$ cat src/oaid_pkg.sv
/*
 * Shared constants and types for the OR / extended-instruction decode block.
 * Assumes one 250 MHz core clock; data memory answers a registered read address
 * within the same clock cycle in which that address is presented.
 */
// What this block does
// - OR 8-bit literal into accumulator, update N and Z, one word, one cycle.
// - OR accumulator with file register; d=0 writes accumulator, d=1 writes file.
// - Extended set on and a=0: file address 95 or less is pointer-2 indexed.
// - Configuration bit enables extended set; unprogrammed state means enabled.
// - E8 opcode adds 6-bit literal to pointer ff; ff=11 adds pointer 2, returns.
// - E9 opcode subtracts 6-bit literal from pointer ff; ff=11 also returns.
// - Return variants return after pointer 2 arithmetic, leaving flags untouched.
// - Fixed opcode 0014 calls subroutine targeted by accumulator, two cycles, no flags.
// - EB move, bit7 clear: 7-bit source offset, second word 12-bit absolute target.
// - EB move, bit7 set: 7-bit source offset, second word 7-bit indexed target.
// - EA opcode stores literal at pointer 2, then decrements it, no flags.
package oaid_pkg;

    // ****************************************************************
    // Opcode fields
    // ****************************************************************
    localparam logic [7:0] OAID_OR_LIT_HI = 8'h09;
    localparam logic [5:0] OAID_OR_FILE_HI = 6'h04;
    localparam logic [15:0] OAID_CALL_ACC = 16'h0014;
    localparam logic [7:0] OAID_PTR_ADD_HI = 8'hE8;
    localparam logic [7:0] OAID_PTR_SUB_HI = 8'hE9;
    localparam logic [7:0] OAID_PUSH_HI = 8'hEA;
    localparam logic [7:0] OAID_MOVE_HI = 8'hEB;
    localparam logic [3:0] OAID_WORD2_HI = 4'hF;
    localparam logic [1:0] OAID_FSEL_STACK = 2'h3;

    // ****************************************************************
    // Addressing
    // ****************************************************************
    localparam logic [7:0] OAID_INDEX_LIMIT = 8'h5F;
    localparam logic [3:0] OAID_SFR_BANK = 4'hF;
    localparam int OAID_ADDR_W = 12;
    localparam int OAID_STRAP_SETTLE = 3;

    // ****************************************************************
    // Reset values
    // ****************************************************************
    localparam logic OAID_EXT_RESET = 1'b1;
    localparam logic [7:0] OAID_ACC_RESET = 8'h00;
    localparam logic [11:0] OAID_PTR_RESET = 12'h000;

    typedef enum logic [3:0] {
        OAID_OP_NONE, OAID_OP_OR_LIT, OAID_OP_OR_FILE, OAID_OP_PADD, OAID_OP_PSUB,
        OAID_OP_CALL, OAID_OP_MOVE1, OAID_OP_PUSH, OAID_OP_WORD2
    } oaid_op_t;

    typedef enum logic [2:0] {
        OAID_ST_START, OAID_ST_IDLE, OAID_ST_OR_READ, OAID_ST_RET, OAID_ST_CALL,
        OAID_ST_MV_WORD2, OAID_ST_MV_READ
    } oaid_state_t;

endpackage

$ cat src/oaid_decoder.sv
/*
 * Decode and execute unit for the inclusive-OR instructions and the
 * extended pointer, call, move and push instructions of an 8-bit core.
 * Assumes an instruction source that offers one word at a time with a
 * valid strobe, and a data memory whose read data is valid in the cycle
 * in which mem_rd_out is high.
 */
`timescale 1ns/1ps

module oaid_decoder
    import oaid_pkg::*;
(
    // Clock and reset
    input wire logic ref_clk_in,
    input wire logic sys_rst_in,
    // Configuration strap, from outside the clock domain
    input wire logic ext_cfg_pin_in,
    // Instruction words
    input wire logic instr_valid_in,
    input wire logic [15:0] instr_word_in,
    input wire logic [3:0] bank_select_in,
    output logic instr_ready_out,
    output logic not_decoded_out,
    // Data memory port
    output logic [11:0] mem_addr_out,
    output logic mem_rd_out,
    output logic mem_wr_out,
    output logic [7:0] mem_wdata_out,
    input wire logic [7:0] mem_rdata_in,
    // Program flow requests
    output logic call_out,
    output logic [7:0] call_target_out,
    output logic return_out,
    // Architectural state
    output logic [7:0] accumulator_reg_out,
    output logic negative_out,
    output logic zero_out,
    output logic [11:0] pointer0_out,
    output logic [11:0] pointer1_out,
    output logic [11:0] stack_pointer_reg_out,
    output logic extended_set_enable_bit_out
);

    // ****************************************************************
    // Helpers
    // ****************************************************************

    // Classify one instruction word
    function automatic oaid_op_t decode_op(input logic [15:0] w, input logic ext);
        oaid_op_t op;
        op = OAID_OP_NONE;
        if (w[15:8] == OAID_OR_LIT_HI) begin
            op = OAID_OP_OR_LIT;
        end else if (w[15:10] == OAID_OR_FILE_HI) begin
            op = OAID_OP_OR_FILE;
        end else if (ext && w == OAID_CALL_ACC) begin
            op = OAID_OP_CALL;
        end else if (ext && w[15:8] == OAID_PTR_ADD_HI) begin
            op = OAID_OP_PADD;
        end else if (ext && w[15:8] == OAID_PTR_SUB_HI) begin
            op = OAID_OP_PSUB;
        end else if (ext && w[15:8] == OAID_PUSH_HI) begin
            op = OAID_OP_PUSH;
        end else if (ext && w[15:8] == OAID_MOVE_HI) begin
            op = OAID_OP_MOVE1;
        end else if (w[15:12] == OAID_WORD2_HI) begin
            op = OAID_OP_WORD2;
        end
        return op;
    endfunction

    // Pointer 2 plus an unsigned offset, wrapped to the address width
    function automatic logic [11:0] index_addr(input logic [11:0] base, input logic [7:0] off);
        return base + {4'h0, off};
    endfunction

    // ****************************************************************
    // State
    // ****************************************************************
    oaid_state_t state_reg;
    logic cfg_sync1_reg;
    logic cfg_sync2_reg;
    logic [1:0] cfg_wait_reg;
    logic ext_reg;
    logic [7:0] acc_reg;
    logic neg_reg;
    logic zero_reg;
    logic [11:0] ptr_reg [3];
    logic or_to_file_reg;
    logic [11:0] mv_src_reg;
    logic mv_indexed_reg;
    logic [11:0] mv_dst_reg;

    logic take_first;
    logic take_second;
    oaid_op_t op;
    logic [11:0] file_addr;
    logic [7:0] or_result;
    logic [11:0] ptr_lit;

    // ****************************************************************
    // Decode
    // ****************************************************************

    // Words are only taken while ready; the move's second word has its own slot
    always_comb begin
        take_first = instr_valid_in && state_reg == OAID_ST_IDLE;
        take_second = instr_valid_in && state_reg == OAID_ST_MV_WORD2;
        op = decode_op(instr_word_in, ext_reg);
        ptr_lit = {6'h00, instr_word_in[5:0]};
        or_result = acc_reg | mem_rdata_in;
        if (state_reg != OAID_ST_OR_READ) begin
            or_result = acc_reg | instr_word_in[7:0];
        end
    end

    // File address: banked, access bank, or pointer-2 indexed when small
    always_comb begin
        if (instr_word_in[8]) begin
            file_addr = {bank_select_in, instr_word_in[7:0]};
        end else if (ext_reg && instr_word_in[7:0] <= OAID_INDEX_LIMIT) begin
            file_addr = index_addr(ptr_reg[2], instr_word_in[7:0]);
        end else if (instr_word_in[7:0] <= OAID_INDEX_LIMIT) begin
            file_addr = {4'h0, instr_word_in[7:0]};
        end else begin
            file_addr = {OAID_SFR_BANK, instr_word_in[7:0]};
        end
    end

    // ****************************************************************
    // Configuration strap
    // ****************************************************************

    // Strap crosses two flops; read only after the synchroniser has settled
    always_ff @(posedge ref_clk_in) begin
        cfg_sync1_reg <= ext_cfg_pin_in;
        cfg_sync2_reg <= cfg_sync1_reg;
    end

    // Unprogrammed part reads as enabled until the strap is captured
    always_ff @(posedge ref_clk_in) begin
        if (sys_rst_in) begin
            ext_reg <= OAID_EXT_RESET;
            cfg_wait_reg <= 2'h0;
        end else if (state_reg == OAID_ST_START) begin
            cfg_wait_reg <= cfg_wait_reg + 2'h1;
            if (cfg_wait_reg == 2'(OAID_STRAP_SETTLE - 1)) begin
                ext_reg <= cfg_sync2_reg;
            end
        end
    end

    // ****************************************************************
    // Sequencer
    // ****************************************************************

    // Two-cycle instructions hold ready low for one extra cycle
    always_ff @(posedge ref_clk_in) begin
        if (sys_rst_in) begin
            state_reg <= OAID_ST_START;
            instr_ready_out <= 1'b0;
        end else begin
            case (state_reg)
                OAID_ST_START: begin
                    if (cfg_wait_reg == 2'(OAID_STRAP_SETTLE - 1)) begin
                        state_reg <= OAID_ST_IDLE;
                        instr_ready_out <= 1'b1;
                    end
                end
                OAID_ST_IDLE: begin
                    if (take_first) begin
                        case (op)
                            OAID_OP_OR_FILE: begin
                                state_reg <= OAID_ST_OR_READ;
                                instr_ready_out <= 1'b0;
                            end
                            OAID_OP_PADD, OAID_OP_PSUB: begin
                                if (instr_word_in[7:6] == OAID_FSEL_STACK) begin
                                    state_reg <= OAID_ST_RET;
                                    instr_ready_out <= 1'b0;
                                end
                            end
                            OAID_OP_CALL: begin
                                state_reg <= OAID_ST_CALL;
                                instr_ready_out <= 1'b0;
                            end
                            OAID_OP_MOVE1: begin
                                state_reg <= OAID_ST_MV_WORD2;
                            end
                            default: begin
                                state_reg <= OAID_ST_IDLE;
                            end
                        endcase
                    end
                end
                OAID_ST_MV_WORD2: begin
                    if (take_second && instr_word_in[15:12] == OAID_WORD2_HI) begin
                        state_reg <= OAID_ST_MV_READ;
                        instr_ready_out <= 1'b0;
                    end else if (take_second) begin
                        state_reg <= OAID_ST_IDLE;
                    end
                end
                default: begin
                    state_reg <= OAID_ST_IDLE;
                    instr_ready_out <= 1'b1;
                end
            endcase
        end
    end

    // Flag words that this slice does not execute, or a broken move pair
    always_ff @(posedge ref_clk_in) begin
        if (sys_rst_in) begin
            not_decoded_out <= 1'b0;
        end else begin
            not_decoded_out <= (take_first && op == OAID_OP_NONE) ||
                (take_second && instr_word_in[15:12] != OAID_WORD2_HI);
        end
    end

    // ****************************************************************
    // Accumulator and flags
    // ****************************************************************

    // Only the OR instructions touch N and Z; all extended ones leave them
    always_ff @(posedge ref_clk_in) begin
        if (sys_rst_in) begin
            acc_reg <= OAID_ACC_RESET;
            neg_reg <= 1'b0;
            zero_reg <= 1'b0;
            or_to_file_reg <= 1'b0;
        end else if (take_first && op == OAID_OP_OR_LIT) begin
            acc_reg <= or_result;
            neg_reg <= or_result[7];
            zero_reg <= or_result == 8'h00;
        end else if (take_first && op == OAID_OP_OR_FILE) begin
            or_to_file_reg <= instr_word_in[9];
        end else if (state_reg == OAID_ST_OR_READ) begin
            if (!or_to_file_reg) begin
                acc_reg <= or_result;
            end
            neg_reg <= or_result[7];
            zero_reg <= or_result == 8'h00;
        end
    end

    // ****************************************************************
    // Pointer registers
    // ****************************************************************

    // Return variants always hit pointer 2, which is what ff=11 selects anyway
    always_ff @(posedge ref_clk_in) begin
        if (sys_rst_in) begin
            for (int i = 0; i < 3; i++) begin
                ptr_reg[i] <= OAID_PTR_RESET;
            end
        end else if (take_first && op == OAID_OP_PADD) begin
            if (instr_word_in[7:6] == OAID_FSEL_STACK) begin
                ptr_reg[2] <= ptr_reg[2] + ptr_lit;
            end else begin
                ptr_reg[instr_word_in[7:6]] <= ptr_reg[instr_word_in[7:6]] + ptr_lit;
            end
        end else if (take_first && op == OAID_OP_PSUB) begin
            if (instr_word_in[7:6] == OAID_FSEL_STACK) begin
                ptr_reg[2] <= ptr_reg[2] - ptr_lit;
            end else begin
                ptr_reg[instr_word_in[7:6]] <= ptr_reg[instr_word_in[7:6]] - ptr_lit;
            end
        end else if (take_first && op == OAID_OP_PUSH) begin
            ptr_reg[2] <= ptr_reg[2] - 12'h001;
        end
    end

    // ****************************************************************
    // Move operands
    // ****************************************************************

    // Source is fixed at the first word, so a later pointer change cannot skew it
    always_ff @(posedge ref_clk_in) begin
        if (sys_rst_in) begin
            mv_src_reg <= OAID_PTR_RESET;
            mv_indexed_reg <= 1'b0;
            mv_dst_reg <= OAID_PTR_RESET;
        end else if (take_first && op == OAID_OP_MOVE1) begin
            mv_src_reg <= index_addr(ptr_reg[2], {1'b0, instr_word_in[6:0]});
            mv_indexed_reg <= instr_word_in[7];
        end else if (take_second) begin
            if (mv_indexed_reg) begin
                mv_dst_reg <= index_addr(ptr_reg[2], {1'b0, instr_word_in[6:0]});
            end else begin
                mv_dst_reg <= instr_word_in[11:0];
            end
        end
    end

    // ****************************************************************
    // Data memory port
    // ****************************************************************

    // Strobes are one-cycle pulses; address and data hold until the next access
    always_ff @(posedge ref_clk_in) begin
        if (sys_rst_in) begin
            mem_addr_out <= OAID_PTR_RESET;
            mem_rd_out <= 1'b0;
            mem_wr_out <= 1'b0;
            mem_wdata_out <= 8'h00;
        end else begin
            mem_rd_out <= 1'b0;
            mem_wr_out <= 1'b0;
            if (take_first && op == OAID_OP_OR_FILE) begin
                mem_addr_out <= file_addr;
                mem_rd_out <= 1'b1;
            end else if (take_first && op == OAID_OP_PUSH) begin
                mem_addr_out <= ptr_reg[2];
                mem_wdata_out <= instr_word_in[7:0];
                mem_wr_out <= 1'b1;
            end else if (state_reg == OAID_ST_OR_READ && or_to_file_reg) begin
                mem_wdata_out <= or_result;
                mem_wr_out <= 1'b1;
            end else if (take_second && instr_word_in[15:12] == OAID_WORD2_HI) begin
                mem_addr_out <= mv_src_reg;
                mem_rd_out <= 1'b1;
            end else if (state_reg == OAID_ST_MV_READ) begin
                mem_addr_out <= mv_dst_reg;
                mem_wdata_out <= mem_rdata_in;
                mem_wr_out <= 1'b1;
            end
        end
    end

    // ****************************************************************
    // Program flow
    // ****************************************************************

    // Call and return pulse in the cycle after the second cycle of their instruction
    always_ff @(posedge ref_clk_in) begin
        if (sys_rst_in) begin
            call_out <= 1'b0;
            return_out <= 1'b0;
            call_target_out <= 8'h00;
        end else begin
            call_out <= state_reg == OAID_ST_CALL;
            return_out <= state_reg == OAID_ST_RET;
            if (take_first && op == OAID_OP_CALL) begin
                call_target_out <= acc_reg;
            end
        end
    end

    // ****************************************************************
    // State outputs
    // ****************************************************************
    always_ff @(posedge ref_clk_in) begin
        if (sys_rst_in) begin
            accumulator_reg_out <= OAID_ACC_RESET;
            negative_out <= 1'b0;
            zero_out <= 1'b0;
            pointer0_out <= OAID_PTR_RESET;
            pointer1_out <= OAID_PTR_RESET;
            stack_pointer_reg_out <= OAID_PTR_RESET;
            extended_set_enable_bit_out <= OAID_EXT_RESET;
        end else begin
            accumulator_reg_out <= acc_reg;
            negative_out <= neg_reg;
            zero_out <= zero_reg;
            pointer0_out <= ptr_reg[0];
            pointer1_out <= ptr_reg[1];
            stack_pointer_reg_out <= ptr_reg[2];
            extended_set_enable_bit_out <= ext_reg;
        end
    end

endmodule

$ cat config.mk
export PLATFORM = sky130hd
export DESIGN_NAME = oaid_decoder
export DESIGN_NICKNAME = d
export VERILOG_FILES = /design/src/oaid_pkg.sv /design/src/oaid_decoder.sv
export SDC_FILE = /design/constraint.sdc
export NUM_CORES = 1
export LEC_CHECK = 0
export BUFFER_PORTS_ARGS = -buffer_cell sky130_fd_sc_hd__buf_2
export CAP_MARGIN = 30
export CORE_MARGIN = 2
export CORE_UTILIZATION = 35
export DETAILED_ROUTE_END_ITERATION = 8
export SYNTH_ARGS = -nofsm -noshare
export SYNTH_HDL_FRONTEND = slang
export SYNTH_SLANG_ARGS = --single-unit
$ cat constraint.sdc
create_clock -name ref_clk_in -period 5.9 [get_ports ref_clk_in]
set_clock_uncertainty 0.15 [all_clocks]
set_input_delay 1.18 -clock ref_clk_in [delete_from_list [all_inputs] [get_ports ref_clk_in]]
set_output_delay 1.18 -clock ref_clk_in [all_outputs]
set_load 0.03 [all_outputs]
== After elaboration in Yosys (flattened, before gate mapping) ==
Memories as Yosys holds them, arrays and structs flattened. A register that Yosys moved wholly into a read port is not among the register bits.
Cells that the tools add are included.
Cells by class
  bitwise logic cells: 9
  muxes and demuxes: 83
  order comparisons: 1
  eq/ne operators: 35
  add/subtract/negate cells: 8
  reductions and logical operators: 39
Operators by type and width (number)
  12-bit two-way mux: 14
  8-bit two-way mux: 9
  1-bit two-way mux: 42
  8-bit == test, second input constant: 4
  4-bit two-way mux: 8
  12-bit by 6-bit adder with 12-bit output: 2
  12-bit by 6-bit subtractor with 12-bit output: 2
  1-bit logical AND: 19
  16-bit by 5-bit == test with 1-bit output, second input constant: 1
  4-bit by 3-bit == test with 1-bit output, second input constant: 4
  8-bit bitwise OR: 2
  3-bit two-way mux: 5
  12-bit by 7-bit adder with 12-bit output: 1
  12-bit by 8-bit adder with 12-bit output: 1
  3-bit case mux with 4 select lines: 1
  12-bit OR reduction: 1
  12-bit by 1-bit subtractor with 12-bit output, second input constant: 1
  2-bit AND reduction: 5
  3-bit == test, second input constant: 3
  3-bit by 2-bit inequality test with 1-bit output, second input constant: 3
  3-bit inequality test, second input constant: 3
  3-bit case mux with 3 select lines: 1
  4-bit by 2-bit == test with 1-bit output, second input constant: 2
  8-bit by 4-bit == test with 1-bit output, second input constant: 1
  27 further kinds: 40
Storage, ports and cells
  RAM bits: 36
  memories kept: 1
  output and inout port bits: 81
  input bits: 32
  register bits after elaboration: 101
Memory list
  ptr_reg: words 3, bits a word 12, read ports 4, clocked after memory_dff 2, write ports 3, RTL line oaid_decoder.sv:88  | logic [11:0] ptr_reg [3];

== Depth between registers and ports, before layout ==
  depth in word-level cells: 18
  mapped depth: 19
  depth with buffers taken out: 16

== Least setup slack after synthesis ==
OpenSTA, ideal clock, no wires.
  kind: input -> register
  from: in instr_word_in[1]
  to: mem ptr_reg[1][10], data pin
  path buffers: 3
  data arrival time: 4652 ps
  stages: 19
  setup time: 265 ps
  data required time: 5485 ps
  setup slack: 833 ps
  cells stage by stage: inv_1 -> ha_1 -> nor4b_4 -> nand4_2 -> a211o_1 -> buf_4 -> buf_6 -> clkbuf_1 -> o21ai_0 -> ha_1 -> inv_1 -> fa_1 -> a21o_1 -> a211oi_1 -> o21ai_0 -> a41oi_1 -> xnor2_1 -> mux2i_1 -> nor2_1
RTL lines
  start: declaration: RTL line oaid_decoder.sv:20  | input wire logic [15:0] instr_word_in,
  end: declaration: RTL line oaid_decoder.sv:88

==> results.yml <==
cts:
  hold_buffers: 0
  clock_latency_ns: 0.43
  clock-sinks: 173
  cts_max_path_buffers: 2
  cts_tree: "yes"
  cts_resized: 0
  cts-root-buf: "clkbuf_16"
  clk_pin_slew_ns: 0.06
  htreeDepth: 4
  cts_made_buffers: 17
  cts_setup_buffers: 0
die:
  io_pins: 113
  initial_core_util_pct: 35.5
  die_h_um: 166
  core_area_um2: 25900
  placementRows: 59
  die_area_um2: 27600
  die_width_um: 166
worst_setup_path:
  path_class: "in2reg"
  cp.arrival_ns: 4.99
  cp-startpoint: "instr_valid_in"
  cp.required_ns: 5.91
  path_max_fanout: 9
  r2r_start: "state_reg[2]"
  end_kind: "flop"
  crit_path_start_kind: "input pin"
timing:
  fin_crit_sh_pct: 84.3
  slew_violations: 0
  relSlewSlack_pct: 38.9
  setup_tns_ns: 0
  worstMarginPinSlew_ns: 0.911
  rsz0062_at_grt: "false"
  fin_crit_ns: 4.97
  fmax_mhz: 201
  hold_violations: 0
  hold-worst-slack_ns: 0.178
  setup_viol: 0
logic_synthesis:
  synth.area.top_cells: "dfxtp_1 27%, edfxtp_1 16%, a21oi_1 4.6%, nand2_1 4.5%, ha_1 4.5%"
  netlist.area_leader.share_pct: 27.2
  ys_top_cells_by_count: "125 x dfxtp_1, 111 x nand2_1, 100 x nor2_1, 85 x a21oi_1, 51 x nor2b_1"
  yosysMostFrequentCell: "dfxtp_1"
  synth_edf_count: 48
  synthArstFlopShare_pct: 0
  syn_avg_cell_area_um2: 9.27
  syn_inst: 992
  ys.flop_type: "dfxtp_1"
  yosysUniqueCellTypes: 80
  syn_area_um2: 9200
  ys.warnings.count: 0
  yosysTopAreaCell: "dfxtp_1"
  ys_seq_area_share_pct: 42.9
  ys_ff_latch: 173
placed_design:
  gp_congestion: 0.941
  portBuffers: 112
  place_area_um2: 10000
  hpwlAfterDp_um: 19300
final_layout:
  stdcell_area_um2: 10700
  final_layout_size_suffix_gt1_share_pct: 19.5
  final_core_util_pct: 41.2
  fillCellCount: 2584
  fin_nets: 1156
  synthToLayoutAreaGrowth_pct: 16.1
  largest_reg_flops: 48
  insertedDiodeCount: 0
route:
  vias_per_cell: 5.37
  drc: 0
  drtPass1Iterations: 5
  num_vias: 7707
  drt.antenna.violating_nets: 0
  wl_um: 26700
  drtIter0Drc: 737
  post_drt_wl_per_cell_um: 18.6
flow_run:
  drv_cap: 0
global_route:
  antenna_found_initial: 0
  grt_overflow: 0
  grt_max_degree: 65
  grt_pass1_vias: 7373
  grt_pass1_wl_um: 42400
  grt_usage_pct: 19.5
power_and_ir_drop:
  max-vdd-ir-drop_v: 0.000144
  cellLeakagePower_nw: 4.40
  power_density_nw_per_um2: 274
worst_hold_path:
  min-delay-start: "cfg_sync1_reg"
  hold_class: "reg2reg"
run_status:
  status: "finished, final reports clean"
## layer usage
layer  wire, um  share of wire, %  vias up  global-route usage [%]
met4        493               1.8        0                    5.75
li1           -                 -     3703                       -
met2      12100                45      308                    29.9
met3       1930               7.2       39                    4.60
met5          0                 0        -                       0
met1      12200                46     3657                    27.4
## stage by stage
step	total power, mW	worst slack, ns	std cells
after floorplan	1.61	0.833	1003
after global placement	1.73	0.635	1404
after detailed placement	1.74	0.535	1404
after CTS	2.95	1.03	1435
after global routing	3.05	0.526	1435
final	2.93	0.926	1435
## cell usage in the layout (no fill, tap or decap), types with 6 or more instances in the layout
cell and n:
xor2_1 12, nand2b_1 6, a21oi_1 85, buf_4 17
o31ai_1 6, xnor2_1 27, a31oi_1 8, mux4_2 12
or3_1 7, o21a_1 8, clkbuf_16 19, nor2_1 100
a211o_1 6, nor2b_1 51, edfxtp_1 48, a211oi_1 17
nand3_1 19, buf_2 111, inv_1 24, o21ai_0 42
conb_1 12, mux2_2 11, dfxtp_1 125, o211ai_1 13
nor3_1 22, ha_1 33, nand2_1 111, a21o_1 6
mux2i_1 27, and3_1 8
## cell type report
type,count,area (um2),area share (%)
multi-input cells,743,4910,46.0
flip-flops and latches,173,3940,36.9
repair buffers,128,683,6.40
clock buffers,20,479,4.49
well taps,335,419,3.92
clock inverters,11,151,1.42
inverters,25,93.8,0.879
## worst paths after layout
check / end / slack (ns) / depth (start not counted)
min: cfg_sync2_reg / 0.18 / 0
max: ptr_reg[2][11] / 0.93 / 14
max reg2reg: ptr_reg[2][11] / 1.17 / 13
min reg2reg: cfg_sync2_reg / 0.18 / 0
## critical path, cell delays in order
cell	delay, ns
buf_2	0.13
nand4bb_1	0.38
a2111o_1	0.47
nor4_4	0.37
mux2_2	0.39
o21ai_0	0.16
ha_1	0.30
nor2b_1	0.15
o31ai_1	0.39
a21oi_1	0.17
a211o_1	0.33
o31ai_1	0.27
xnor2_1	0.18
o22ai_1	0.12
## cell families after synthesis
logic type	Yosys count	share of synthesized area, %
adder cells (fa/ha/maj)	36	5.14
flip-flops	173	42.9
XOR/XNOR	39	3.71
AO/OA/AOI/OAI	224	15.3
AND/OR/NAND/NOR	382	21.5
multiplexers	50	7.22
other	1	0.0408
buffers and inverters	87	4.24
## where the power goes
part	internal, mW	switching (mW)	leakage (nW)
logic	0.153	0.255	2.59
registers	1.26	0.0435	1.51
clock network	0.721	0.492	0.310
Note: power is estimated with default switching activity, not from simulation.
